$ cat config.mk
export PLATFORM = sky130hd
export DESIGN_NAME = wdog_top
export DESIGN_NICKNAME = d
export VERILOG_FILES = /design/src/verilog/wdog_pkg.sv /design/src/verilog/wdog_core.sv /design/src/verilog/wdog_top.sv
export SDC_FILE = /design/constraint.sdc
export NUM_CORES = 1
export LEC_CHECK = 0
export BUFFER_PORTS_ARGS = -buffer_cell sky130_fd_sc_hd__buf_2
export CAP_MARGIN = 0
export CORE_MARGIN = 1
export CORE_UTILIZATION = 64
export DETAILED_ROUTE_END_ITERATION = 8
export PLACE_DENSITY = 0.85
export SETUP_SLACK_MARGIN = 0.4
export SLEW_MARGIN = 40
export SYNTH_ARGS = -nofsm -noshare
export SYNTH_HDL_FRONTEND = slang
export SYNTH_HIERARCHICAL = 1
export SYNTH_SLANG_ARGS = --single-unit
$ cat constraint.sdc
create_clock -name ref_clk_i -period 18.6 [get_ports ref_clk_i]
set_clock_uncertainty 0.1 [all_clocks]
set_input_delay 3.72 -clock ref_clk_i [delete_from_list [all_inputs] [get_ports ref_clk_i]]
set_output_delay 3.72 -clock ref_clk_i [all_outputs]
set_load 0.05 [all_outputs]
$ cat src/verilog/wdog_pkg.sv
// Constants, register map and shared types of the windowed watchdog pair
package wdog_pkg;

    // Counter and prescaler widths
    localparam int CNT_W = 14;
    localparam int PRE_W = 14;
    localparam int TMO_W = 15;
    localparam int THR_W = 17;

    // Timeout lengths in counting ticks
    localparam logic [TMO_W-1:0] TMO_1024  = 15'h0400;
    localparam logic [TMO_W-1:0] TMO_4096  = 15'h1000;
    localparam logic [TMO_W-1:0] TMO_8192  = 15'h2000;
    localparam logic [TMO_W-1:0] TMO_16384 = 15'h4000;

    // Register byte offsets
    localparam logic [7:0] WDT_CFG_ADDR     = 8'h00;
    localparam logic [7:0] WDT_REFRESH_ADDR = 8'h04;
    localparam logic [7:0] WDT_STATUS_ADDR  = 8'h08;
    localparam logic [7:0] IWD_CFG_ADDR     = 8'h0C;
    localparam logic [7:0] IWD_REFRESH_ADDR = 8'h10;
    localparam logic [7:0] IWD_STATUS_ADDR  = 8'h14;
    localparam logic [7:0] IRQ_STATUS_ADDR  = 8'h18;
    localparam logic [7:0] IRQ_CLEAR_ADDR   = 8'h1C;
    localparam logic [7:0] IRQ_ENABLE_ADDR  = 8'h20;

    // Field positions
    localparam int CFG_W        = 10;
    localparam int STOP_BIT     = 10;
    localparam int LOCK_BIT     = 31;
    localparam int RUN_BIT      = 30;
    localparam int REF_ERR_BIT  = 15;
    localparam int UNDERFLOW_BIT = 14;
    localparam int IRQ_W        = 4;

    // Expiry action codes
    localparam logic ACT_RESET = 1'b0;
    localparam logic ACT_NMI   = 1'b1;

    // Configuration word; first member sits in the upper bits
    typedef struct packed {
        logic [1:0] win_end;
        logic [1:0] win_start;
        logic       action;
        logic [2:0] div_sel;
        logic [1:0] tmo_sel;
    } cfg_type;

    localparam cfg_type CFG_RESET = '0;

    // Timeout length for a selection
    function automatic logic [TMO_W-1:0] tmo_cycles(input logic [1:0] s);
        unique case (s)
            2'h0: tmo_cycles = TMO_1024;
            2'h1: tmo_cycles = TMO_4096;
            2'h2: tmo_cycles = TMO_8192;
            2'h3: tmo_cycles = TMO_16384;
        endcase
    endfunction

    // Log2 of the bus clock divider: 4,64,128,512,2048,8192
    function automatic logic [3:0] bus_shift(input logic [2:0] s);
        case (s)
            3'h0:    bus_shift = 4'h2;
            3'h1:    bus_shift = 4'h6;
            3'h2:    bus_shift = 4'h7;
            3'h3:    bus_shift = 4'h9;
            3'h4:    bus_shift = 4'hB;
            default: bus_shift = 4'hD;
        endcase
    endfunction

    // Log2 of the oscillator divider: 1,16,32,64,128,256
    function automatic logic [3:0] osc_shift(input logic [2:0] s);
        case (s)
            3'h0:    osc_shift = 4'h0;
            3'h1:    osc_shift = 4'h4;
            3'h2:    osc_shift = 4'h5;
            3'h3:    osc_shift = 4'h6;
            3'h4:    osc_shift = 4'h7;
            default: osc_shift = 4'h8;
        endcase
    endfunction

    // Count value at k quarters of the timeout range
    function automatic logic [THR_W-1:0] quarter_thr(
        input logic [TMO_W-1:0] t,
        input logic [2:0]       k);
        logic [THR_W-1:0] q;
        q = {2'h0, t} >> 2;
        quarter_thr = THR_W'(q * {14'h0, k});
    endfunction

endpackage

$ cat src/verilog/wdog_core.sv
// One windowed down-counting watchdog with prescaler and sticky flags
`timescale 1ns/1ps
module wdog_core #(
    parameter bit INDEP = 1'b0
) (
    // Clock and reset
    input  wire logic                      ref_clk_i,
    input  wire logic                      rstn_i,
    // Control
    input  wire wdog_pkg::cfg_type         cfg_i,
    input  wire logic                      tick_i,
    input  wire logic                      start_i,
    input  wire logic                      refresh_i,
    input  wire logic                      halt_i,
    input  wire logic                      clr_uf_i,
    input  wire logic                      clr_re_i,
    // State
    output logic [wdog_pkg::CNT_W-1:0]     count_o,
    output logic                           run_o,
    output logic                           uf_o,
    output logic                           re_o,
    output logic                           uf_ev_o,
    output logic                           re_ev_o
);
    logic [wdog_pkg::PRE_W-1:0] pre, next_pre, pre_lim;
    logic [wdog_pkg::CNT_W-1:0] count, next_count, load;
    logic run, next_run, uf, next_uf, re, next_re;
    logic uf_ev, next_uf_ev, re_ev, next_re_ev;
    logic [wdog_pkg::TMO_W-1:0] tmo;
    logic [wdog_pkg::THR_W-1:0] open_thr, close_thr, cnt_wide;
    logic [3:0] shift;
    logic ctick, in_win;

    // Next state of prescaler, counter and flags
    always_comb begin
        tmo = wdog_pkg::tmo_cycles(cfg_i.tmo_sel); // RL1
        shift = INDEP ? wdog_pkg::osc_shift(cfg_i.div_sel) // RL11
                      : wdog_pkg::bus_shift(cfg_i.div_sel); // RL2
        pre_lim = wdog_pkg::PRE_W'((14'h1 << shift) - 14'h1);
        load = wdog_pkg::CNT_W'(tmo - 15'h1);
        open_thr = wdog_pkg::quarter_thr(tmo, {1'b0, cfg_i.win_start} + 3'h1); // RL4
        close_thr = wdog_pkg::quarter_thr(tmo, {1'b0, cfg_i.win_end}); // RL5
        cnt_wide = {3'h0, count};
        in_win = (cnt_wide < open_thr) && (cnt_wide >= close_thr);
        ctick = tick_i && run && !halt_i && (pre == pre_lim); // RL12
        next_pre = pre;
        next_count = count;
        next_run = run;
        next_uf_ev = 1'b0;
        next_re_ev = 1'b0;
        if (start_i || (INDEP && refresh_i && !run)) begin
            next_run = 1'b1; // RL10 RL6
            next_count = load;
            next_pre = '0;
        end else if (refresh_i && run) begin
            if (in_win) begin
                next_count = load; // RL6
                next_pre = '0;
            end else begin
                next_re_ev = 1'b1; // RL15
            end
        end else if (ctick) begin
            next_pre = '0;
            if (count == '0) begin
                next_uf_ev = 1'b1; // RL16
                next_count = load;
            end else begin
                next_count = count - 1'b1;
            end
        end else if (tick_i && run && !halt_i) begin
            next_pre = pre + 1'b1;
        end
        // Hardware set wins over a same-cycle clear
        next_uf = (uf && !clr_uf_i) || next_uf_ev; // RL8
        next_re = (re && !clr_re_i) || next_re_ev; // RL8
    end

    // State registers
    always_ff @(posedge ref_clk_i) begin
        if (!rstn_i) begin
            pre   <= '0;
            count <= '0;
            run   <= 1'b0;
            uf    <= 1'b0;
            re    <= 1'b0;
            uf_ev <= 1'b0;
            re_ev <= 1'b0;
        end else begin
            pre   <= next_pre;
            count <= next_count;
            run   <= next_run;
            uf    <= next_uf;
            re    <= next_re;
            uf_ev <= next_uf_ev;
            re_ev <= next_re_ev;
        end
    end

    // Observed state
    assign count_o = count;
    assign run_o   = run;
    assign uf_o    = uf;
    assign re_o    = re;
    assign uf_ev_o = uf_ev;
    assign re_ev_o = re_ev;
endmodule

$ cat src/verilog/wdog_top.sv
// Bus-clocked and oscillator-clocked watchdogs behind a Wishbone slave
//
// Overview of operation
// (RL1) Timeout is selectable as 1024, 4096, 8192 or 16384 counting ticks.
// (RL2) The bus-clocked watchdog divides the bus clock by 4 to 8192.
// (RL3) Expiry raises either a reset request or an NMI request per config.
// (RL4) The window opens at 25, 50, 75 or 100 percent, 100 meaning no limit.
// (RL5) The window closes at 0, 25, 50 or 75 percent, 0 meaning never.
// (RL6) A refresh reloads the timeout; on the oscillator one it also starts.
// (RL7) Status holds refresh error in bit 15, underflow in 14, count below.
// (RL8) Both flags stay set until software clears them after reading.
// (RL9) When enabled at start-up, later config writes have no effect.
// (RL10) Writing the bus-clocked watchdog config also starts it.
// (RL11) The oscillator watchdog divides its clock by 1 to 256.
// (RL12) With count stop on, the oscillator watchdog halts in low power.
// (RL13) The bus clock runs at least four times the divided oscillator tick.
// (RL14) Software configures a watchdog before refreshing it.
// (RL15) A refresh outside the window sets refresh error and expires.
// (RL16) An underflow sets the underflow flag and expires.
`timescale 1ns/1ps
module wdog_top #(
    parameter wdog_pkg::cfg_type BOOT_WDT_CFG = wdog_pkg::CFG_RESET,
    parameter wdog_pkg::cfg_type BOOT_IWD_CFG = wdog_pkg::CFG_RESET,
    parameter bit                BOOT_IWD_STOP = 1'b0
) (
    // Clock and reset
    input  wire logic        ref_clk_i,
    input  wire logic        rstn_i,
    // Wishbone slave
    input  wire logic        wb_cyc_i,
    input  wire logic        wb_stb_i,
    input  wire logic        wb_we_i,
    input  wire logic [7:0]  wb_adr_i,
    input  wire logic [3:0]  wb_sel_i,
    input  wire logic [31:0] wb_dat_i,
    output logic [31:0]      wb_dat_o,
    output logic             wb_ack_o,
    // Oscillator clock, sampled as a level
    input  wire logic        independent_osc_clock_i,
    // Low-power mode indication and start-up straps
    input  wire logic        low_power_i,
    input  wire logic        boot_wdt_en_i,
    input  wire logic        boot_iwd_en_i,
    // Requests
    output logic             irq_o,
    output logic             reset_req_o,
    output logic             nmi_req_o
);
    logic [31:0] next_dat;
    logic next_ack;
    wdog_pkg::cfg_type wdt_cfg, next_wdt_cfg;
    wdog_pkg::cfg_type iwd_cfg, next_iwd_cfg;
    logic iwd_stop, next_iwd_stop;
    logic wdt_lock, next_wdt_lock;
    logic iwd_lock, next_iwd_lock;
    logic boot_pend, next_boot_pend;
    logic osc_prev, next_osc_prev;
    logic [wdog_pkg::IRQ_W-1:0] irq_stat, next_irq_stat;
    logic [wdog_pkg::IRQ_W-1:0] irq_en, next_irq_en;
    logic [wdog_pkg::IRQ_W-1:0] irq_ev;
    logic next_irq, next_rst_req, next_nmi_req;
    logic next_ack_q;

    // Bus decode
    logic req, wr, rd_any;
    logic hit_wcfg, hit_wref, hit_wst, hit_icfg, hit_iref, hit_ist;
    logic hit_ist2, hit_iclr, hit_ien;

    // Per-watchdog control and observed state
    logic wdt_start, wdt_ref, wdt_clr_uf, wdt_clr_re;
    logic iwd_start, iwd_ref, iwd_clr_uf, iwd_clr_re;
    logic osc_tick, iwd_halt;
    logic [wdog_pkg::CNT_W-1:0] wdt_count, iwd_count;
    logic wdt_run, wdt_uf, wdt_re, wdt_uf_ev, wdt_re_ev;
    logic iwd_run, iwd_uf, iwd_re, iwd_uf_ev, iwd_re_ev;
    logic wdt_exp, iwd_exp;

    // A request is taken once, in the cycle before ack rises
    always_comb begin
        req    = wb_cyc_i && wb_stb_i && !wb_ack_o;
        wr     = req && wb_we_i && (wb_sel_i != 4'h0);
        rd_any = req && !wb_we_i;
        hit_wcfg = wb_adr_i == wdog_pkg::WDT_CFG_ADDR;
        hit_wref = wb_adr_i == wdog_pkg::WDT_REFRESH_ADDR;
        hit_wst  = wb_adr_i == wdog_pkg::WDT_STATUS_ADDR;
        hit_icfg = wb_adr_i == wdog_pkg::IWD_CFG_ADDR;
        hit_iref = wb_adr_i == wdog_pkg::IWD_REFRESH_ADDR;
        hit_ist  = wb_adr_i == wdog_pkg::IWD_STATUS_ADDR;
        hit_ist2 = wb_adr_i == wdog_pkg::IRQ_STATUS_ADDR;
        hit_iclr = wb_adr_i == wdog_pkg::IRQ_CLEAR_ADDR;
        hit_ien  = wb_adr_i == wdog_pkg::IRQ_ENABLE_ADDR;
    end

    // Commands to the two watchdogs
    always_comb begin
        wdt_start  = wr && hit_wcfg && !wdt_lock; // RL10 RL9
        wdt_ref    = wr && hit_wref;
        wdt_clr_uf = wr && hit_wst && wb_dat_i[wdog_pkg::UNDERFLOW_BIT];
        wdt_clr_re = wr && hit_wst && wb_dat_i[wdog_pkg::REF_ERR_BIT];
        iwd_start  = 1'b0;
        iwd_ref    = wr && hit_iref; // RL6
        iwd_clr_uf = wr && hit_ist && wb_dat_i[wdog_pkg::UNDERFLOW_BIT];
        iwd_clr_re = wr && hit_ist && wb_dat_i[wdog_pkg::REF_ERR_BIT];
        // A strapped watchdog starts itself at the end of reset
        if (boot_pend) begin
            wdt_start = boot_wdt_en_i; // RL9
            iwd_start = boot_iwd_en_i; // RL9
        end
        osc_tick = independent_osc_clock_i && !osc_prev;
        iwd_halt = iwd_stop && low_power_i; // RL12
    end

    // Bus-clocked watchdog
    wdog_core #(
        .INDEP     (1'b0)
    ) u_wdt (
        .ref_clk_i (ref_clk_i),
        .rstn_i    (rstn_i),
        .cfg_i     (next_wdt_cfg),
        .tick_i    (1'b1),
        .start_i   (wdt_start),
        .refresh_i (wdt_ref),
        .halt_i    (1'b0),
        .clr_uf_i  (wdt_clr_uf),
        .clr_re_i  (wdt_clr_re),
        .count_o   (wdt_count),
        .run_o     (wdt_run),
        .uf_o      (wdt_uf),
        .re_o      (wdt_re),
        .uf_ev_o   (wdt_uf_ev),
        .re_ev_o   (wdt_re_ev)
    );

    // Oscillator-clocked watchdog, ticked on sampled rising edges
    wdog_core #(
        .INDEP     (1'b1)
    ) u_iwd (
        .ref_clk_i (ref_clk_i),
        .rstn_i    (rstn_i),
        .cfg_i     (next_iwd_cfg),
        .tick_i    (osc_tick),
        .start_i   (iwd_start),
        .refresh_i (iwd_ref),
        .halt_i    (iwd_halt),
        .clr_uf_i  (iwd_clr_uf),
        .clr_re_i  (iwd_clr_re),
        .count_o   (iwd_count),
        .run_o     (iwd_run),
        .uf_o      (iwd_uf),
        .re_o      (iwd_re),
        .uf_ev_o   (iwd_uf_ev),
        .re_ev_o   (iwd_re_ev)
    );

    // Configuration, lock and interrupt next values
    always_comb begin
        next_boot_pend = 1'b0;
        next_osc_prev  = independent_osc_clock_i;
        next_wdt_cfg   = wdt_cfg;
        next_iwd_cfg   = iwd_cfg;
        next_iwd_stop  = iwd_stop;
        next_wdt_lock  = wdt_lock;
        next_iwd_lock  = iwd_lock;
        next_irq_en    = irq_en;
        if (boot_pend) begin
            if (boot_wdt_en_i) begin
                next_wdt_cfg  = BOOT_WDT_CFG;
                next_wdt_lock = 1'b1; // RL9
            end
            if (boot_iwd_en_i) begin
                next_iwd_cfg  = BOOT_IWD_CFG;
                next_iwd_stop = BOOT_IWD_STOP;
                next_iwd_lock = 1'b1; // RL9
            end
        end else begin
            if (wr && hit_wcfg && !wdt_lock) begin
                next_wdt_cfg = wb_dat_i[wdog_pkg::CFG_W-1:0]; // RL9
            end
            if (wr && hit_icfg && !iwd_lock) begin
                next_iwd_cfg  = wb_dat_i[wdog_pkg::CFG_W-1:0]; // RL9
                next_iwd_stop = wb_dat_i[wdog_pkg::STOP_BIT];
            end
        end
        if (wr && hit_ien) begin
            next_irq_en = wb_dat_i[wdog_pkg::IRQ_W-1:0];
        end
        // Sticky event bits, set wins over clear
        irq_ev = {iwd_re_ev, iwd_uf_ev, wdt_re_ev, wdt_uf_ev};
        next_irq_stat = irq_stat;
        if (wr && hit_iclr) begin
            next_irq_stat = irq_stat & ~wb_dat_i[wdog_pkg::IRQ_W-1:0];
        end
        next_irq_stat = next_irq_stat | irq_ev;
        next_irq = |(next_irq_stat & next_irq_en);
        // Expiry is an underflow or a refused refresh
        wdt_exp = wdt_uf_ev || wdt_re_ev; // RL16 RL15
        iwd_exp = iwd_uf_ev || iwd_re_ev; // RL16 RL15
        next_rst_req = (wdt_exp && wdt_cfg.action == wdog_pkg::ACT_RESET)
                    || (iwd_exp && iwd_cfg.action == wdog_pkg::ACT_RESET); // RL3
        next_nmi_req = (wdt_exp && wdt_cfg.action == wdog_pkg::ACT_NMI)
                    || (iwd_exp && iwd_cfg.action == wdog_pkg::ACT_NMI); // RL3
    end

    // Read data and acknowledge
    always_comb begin
        next_ack = req;
        next_ack_q = next_ack;
        next_dat = 32'h0;
        if (rd_any) begin
            if (hit_wcfg) begin
                next_dat[wdog_pkg::CFG_W-1:0] = wdt_cfg;
                next_dat[wdog_pkg::LOCK_BIT]  = wdt_lock;
                next_dat[wdog_pkg::RUN_BIT]   = wdt_run;
            end else if (hit_icfg) begin
                next_dat[wdog_pkg::CFG_W-1:0] = iwd_cfg;
                next_dat[wdog_pkg::STOP_BIT]  = iwd_stop;
                next_dat[wdog_pkg::LOCK_BIT]  = iwd_lock;
                next_dat[wdog_pkg::RUN_BIT]   = iwd_run;
            end else if (hit_wst) begin
                next_dat[wdog_pkg::REF_ERR_BIT]   = wdt_re; // RL7
                next_dat[wdog_pkg::UNDERFLOW_BIT] = wdt_uf; // RL7
                next_dat[wdog_pkg::CNT_W-1:0]     = wdt_count; // RL7
            end else if (hit_ist) begin
                next_dat[wdog_pkg::REF_ERR_BIT]   = iwd_re; // RL7
                next_dat[wdog_pkg::UNDERFLOW_BIT] = iwd_uf; // RL7
                next_dat[wdog_pkg::CNT_W-1:0]     = iwd_count; // RL7
            end else if (hit_ist2) begin
                next_dat[wdog_pkg::IRQ_W-1:0] = irq_stat;
            end else if (hit_ien) begin
                next_dat[wdog_pkg::IRQ_W-1:0] = irq_en;
            end
        end
    end

    // Registers
    always_ff @(posedge ref_clk_i) begin
        if (!rstn_i) begin
            wb_ack_o    <= 1'b0;
            wb_dat_o    <= 32'h0;
            wdt_cfg     <= wdog_pkg::CFG_RESET;
            iwd_cfg     <= wdog_pkg::CFG_RESET;
            iwd_stop    <= 1'b0;
            wdt_lock    <= 1'b0;
            iwd_lock    <= 1'b0;
            boot_pend   <= 1'b1;
            osc_prev    <= 1'b0;
            irq_stat    <= '0;
            irq_en      <= '0;
            irq_o       <= 1'b0;
            reset_req_o <= 1'b0;
            nmi_req_o   <= 1'b0;
        end else begin
            wb_ack_o    <= next_ack_q;
            wb_dat_o    <= next_dat;
            wdt_cfg     <= next_wdt_cfg;
            iwd_cfg     <= next_iwd_cfg;
            iwd_stop    <= next_iwd_stop;
            wdt_lock    <= next_wdt_lock;
            iwd_lock    <= next_iwd_lock;
            boot_pend   <= next_boot_pend;
            osc_prev    <= next_osc_prev;
            irq_stat    <= next_irq_stat;
            irq_en      <= next_irq_en;
            irq_o       <= next_irq;
            reset_req_o <= next_rst_req;
            nmi_req_o   <= next_nmi_req;
        end
    end
endmodule

==> results.txt <==
The post-route minimum period is 9.292 ns, and the global router's overall resource usage is 33.07%. The number of nets in the layout is 1117, and the clock share of power is 47.1%. The number of failing hold endpoints at the final stage is 0, and the number of detailed-routing iterations run before antenna repair is 7.

For this configuration, the core starts out at a cell density of 66.02%. At the end of the flow the core is filled with cells to 72.47%. The largest single stage delay on the critical path is 0.62 ns. Average wire length per cell after detail routing: 17.61 microns. The fraction of power spent switching nets is 27.51%, and the count of inserted antenna diode cells is 0.

The run gives 12.9% as the combinational share of power. Across all layers, the routed design uses 7561 vias. The run gives 0 as the total congestion overflow. Synthesis handed over a netlist of 975 instances.

The final number of max-transition violations came out at 0. The total CTS buffers was 17; the initial antenna violation count was 0. The tool flagged a number of max-cap violations equal to 0. The kind of cell with the highest combined delay along the critical path is simple AND/OR/NAND/NOR gates. The worst register-to-register path has a setup slack of 12.70 ns.

Measured against its own limit, the worst slew margin works out to 43.68%. Slew at the pin closest to its max-slew limit: 0.8448 ns. Using the TritonRoute via totals, the vias-per-cell ratio works out to 6.364. The fraction of layout instances using a drive strength above 1 is 13.33%, and the buffering stage count on the worst path with inverters included is 2. Post-CTS setup-driven buffer insertion count: 0.

In this run the tool buffered the top-level ports with 55 buffer cells. The tools report the number of top-level pins as 89. The summed negative setup slack over all endpoints was 0 ns.

Most frequent standard cell in the layout excluding fill and tap cells: dfxtp_1. The layer flagged by global routing as most heavily used is met2. The top cell types in the final layout, fill and taps aside, are dfxtp_1, nand2_1, nor2_1. The critical path goes through buf_2 -> nor4_4 -> nand2_2 -> nor4_4 -> nand3b_1 -> nand2_1 -> ha_1 -> and2_1 -> fa_1 -> inv_1 -> fa_1 -> xor2_1 -> ha_1 -> o21ai_0 -> a211oi_1 -> o41a_1 -> a211oi_1 -> o21ai_2 -> nor2_1 -> o221a_1. The hold-fix buffer count after cts was 0. Weighted congestion at the end of routability-driven global placement: 0.9120. After clock tree synthesis, the clock-pin slew on the worst setup and hold paths is 0.05 ns. The number of global-route vias before repair was 6870; the required arrival time at the worst endpoint was 18.80 ns.

After layout, the worst path uses 49.96% of the clock period. The Yosys step of the flow raised 6 warnings. For met3 alone, demand over resource in global routing was 9.245%. The run gives 0.1076 GHz as the maximum frequency from static timing analysis.

For this run, global-route usage on met2 was measured as 54.19%. The wire length of the first global-routing pass is 33570 microns, and the arrival time at the worst endpoint is 9.50 ns. OpenSTA, run right after detailed placement, puts the worst setup slack at 9.079 ns.

The die extent in y works out to 113.5 microns. The flow ran to the end, and the final reports show no timing, DRC or antenna violations. The latest clock arrival within the worst-skew pair was 0.42 ns.

The count of nets left with antenna violations after detail routing came out at 0. For the maximum level of the CTS H-tree, the log shows 4. Standard cell with the maximum stage delay on the critical path: o21ai_2. The tree is rooted in a clkbuf_16. The tools report the total internal power as 0.0005044 W.

In this run the standard cell core region covers 12060 sq um. After detailed routing, the total wire length is 20920 microns. The worst-case IR drop observed on VDD is 0.00006481 V. The first routing iteration left 922 violations. The total DRC errors in the routed layout is 0. Global routing consumed, on the met1 layer, 41.26% of the routing resources. From synthesis to final layout, the design area changed by 9.774%.

Setup slack on the critical path of the routed design comes to 9.308 ns. In this run the worst path has a maximum fanout of 16. Summed over all nets, the switching power comes to 0.0001914 W.

The tightest min-delay check is of the reg2reg type. Setup violations remaining at the end of the flow were counted as 0. Summing every instance area after synthesis gives 7963 sq um. After floorplanning, the core was divided into 40 placement rows.

From left edge to right edge, the die measures 113.5 microns. Entering global routing, the biggest net connects 42 pins. Dividing total power by cell area gives a power density of 79.61 nW/um^2. Setup repair after global routing left no endpoint under its margin. Dividing the synthesized area by the synthesized cell count gives 8.167 sq um.

The nature of the critical path startpoint was a primary input. The wire-length estimate of the detail-placed layout is 14850 microns. Once the clock tree was built, the resizer swapped 0 gates to a different size. The sequential cell fraction of total power is 40.1%, and the maximum root-to-sink buffer count is 2.

The worst setup path is captured at a flop. The critical path is of the in2reg type. The sink count of the clock tree came out at 121. The floorplan step defined a die boundary enclosing 12890 sq um.

TritonCTS built the clock tree. For this design the static power due to leakage is 3.718 nW.
-- flip-flops by register name, indices dropped and copies added, names as in the netlist, 4 cells and up --
register / count
u_wdt/count_o: 14
u_iwd/pre: 14
irq_stat: 4
u_iwd/count_o: 14
wb_dat_o: 18
irq_en: 4
wdt_cfg: 10
u_wdt/pre: 14
iwd_cfg: 10
-- final cells by class --
class                           count  area, sq um
Timing Repair Buffer               56        282.8
Clock buffer                       22        474.2
Inverter                           43        161.4
Tap cell                          168        210.2
Sequential cell                   121         2422
Fill cell                         929         3321
Clock inverter                     10        117.6
Multi-Input combinational cell    768         5072
-- power by group through the flow --
stage          clock, W  sequential, W  combinational, W
2_1_floorplan         0       0.000279         0.0000706
3_3_place_gp          0       0.000283         0.0000831
3_5_place_dp          0       0.000284         0.0000850
4_1_cts        0.000330       0.000278         0.0000865
5_1_grt        0.000344       0.000279         0.0000980
6_report       0.000328       0.000279         0.0000895
-- worst paths after layout --
path | startpoint | to | depth (start not counted)
worst max register to register | wb_ack_o | u_iwd/count_o[11] | 19
worst min-delay path | wdt_cfg[1] | wb_dat_o[1] | 2
worst max-delay path | wb_adr_i[5] | u_iwd/count_o[11] | 20
worst min register to register | wdt_cfg[1] | wb_dat_o[1] | 2
-- layer usage --
metal | up-vias | part of all wire (%)
met5 | - | 0
met2 | 315 | 48
met1 | 3595 | 42
li1 | 3599 | -
met3 | 52 | 7.8
met4 | 0 | 2.8
-- stage by stage --
stage	std cells	hold slack, ns	area, sq um	power, W
finish	1188	0.3593	8741	0.0006959
global route	1188	0.3711	8741	0.0007214
CTS	1188	0.3604	8723	0.0006949
detailed placement	1156	0.3456	8132	0.0003686
global placement	1156	0.3481	8132	0.0003664
floorplan	989	0.3252	8015	0.0003493
-- worst reg2reg max path, cell delays in order (launching register included) --
cell and delay [ns]:
dfxtp_1 0.31, and4b_1 0.35, nand2_2 0.23, nor4_4 0.61
nand3b_1 0.23, nand2_1 0.17, ha_1 0.38, and2_1 0.18
fa_1 0.56, inv_1 0.07, fa_1 0.45, xor2_1 0.18
ha_1 0.27, o21ai_0 0.08, a211oi_1 0.25, o41a_1 0.24
a211oi_1 0.12, o21ai_2 0.62, nor2_1 0.12, o221a_1 0.26
(Power assumes the default switching activity.)
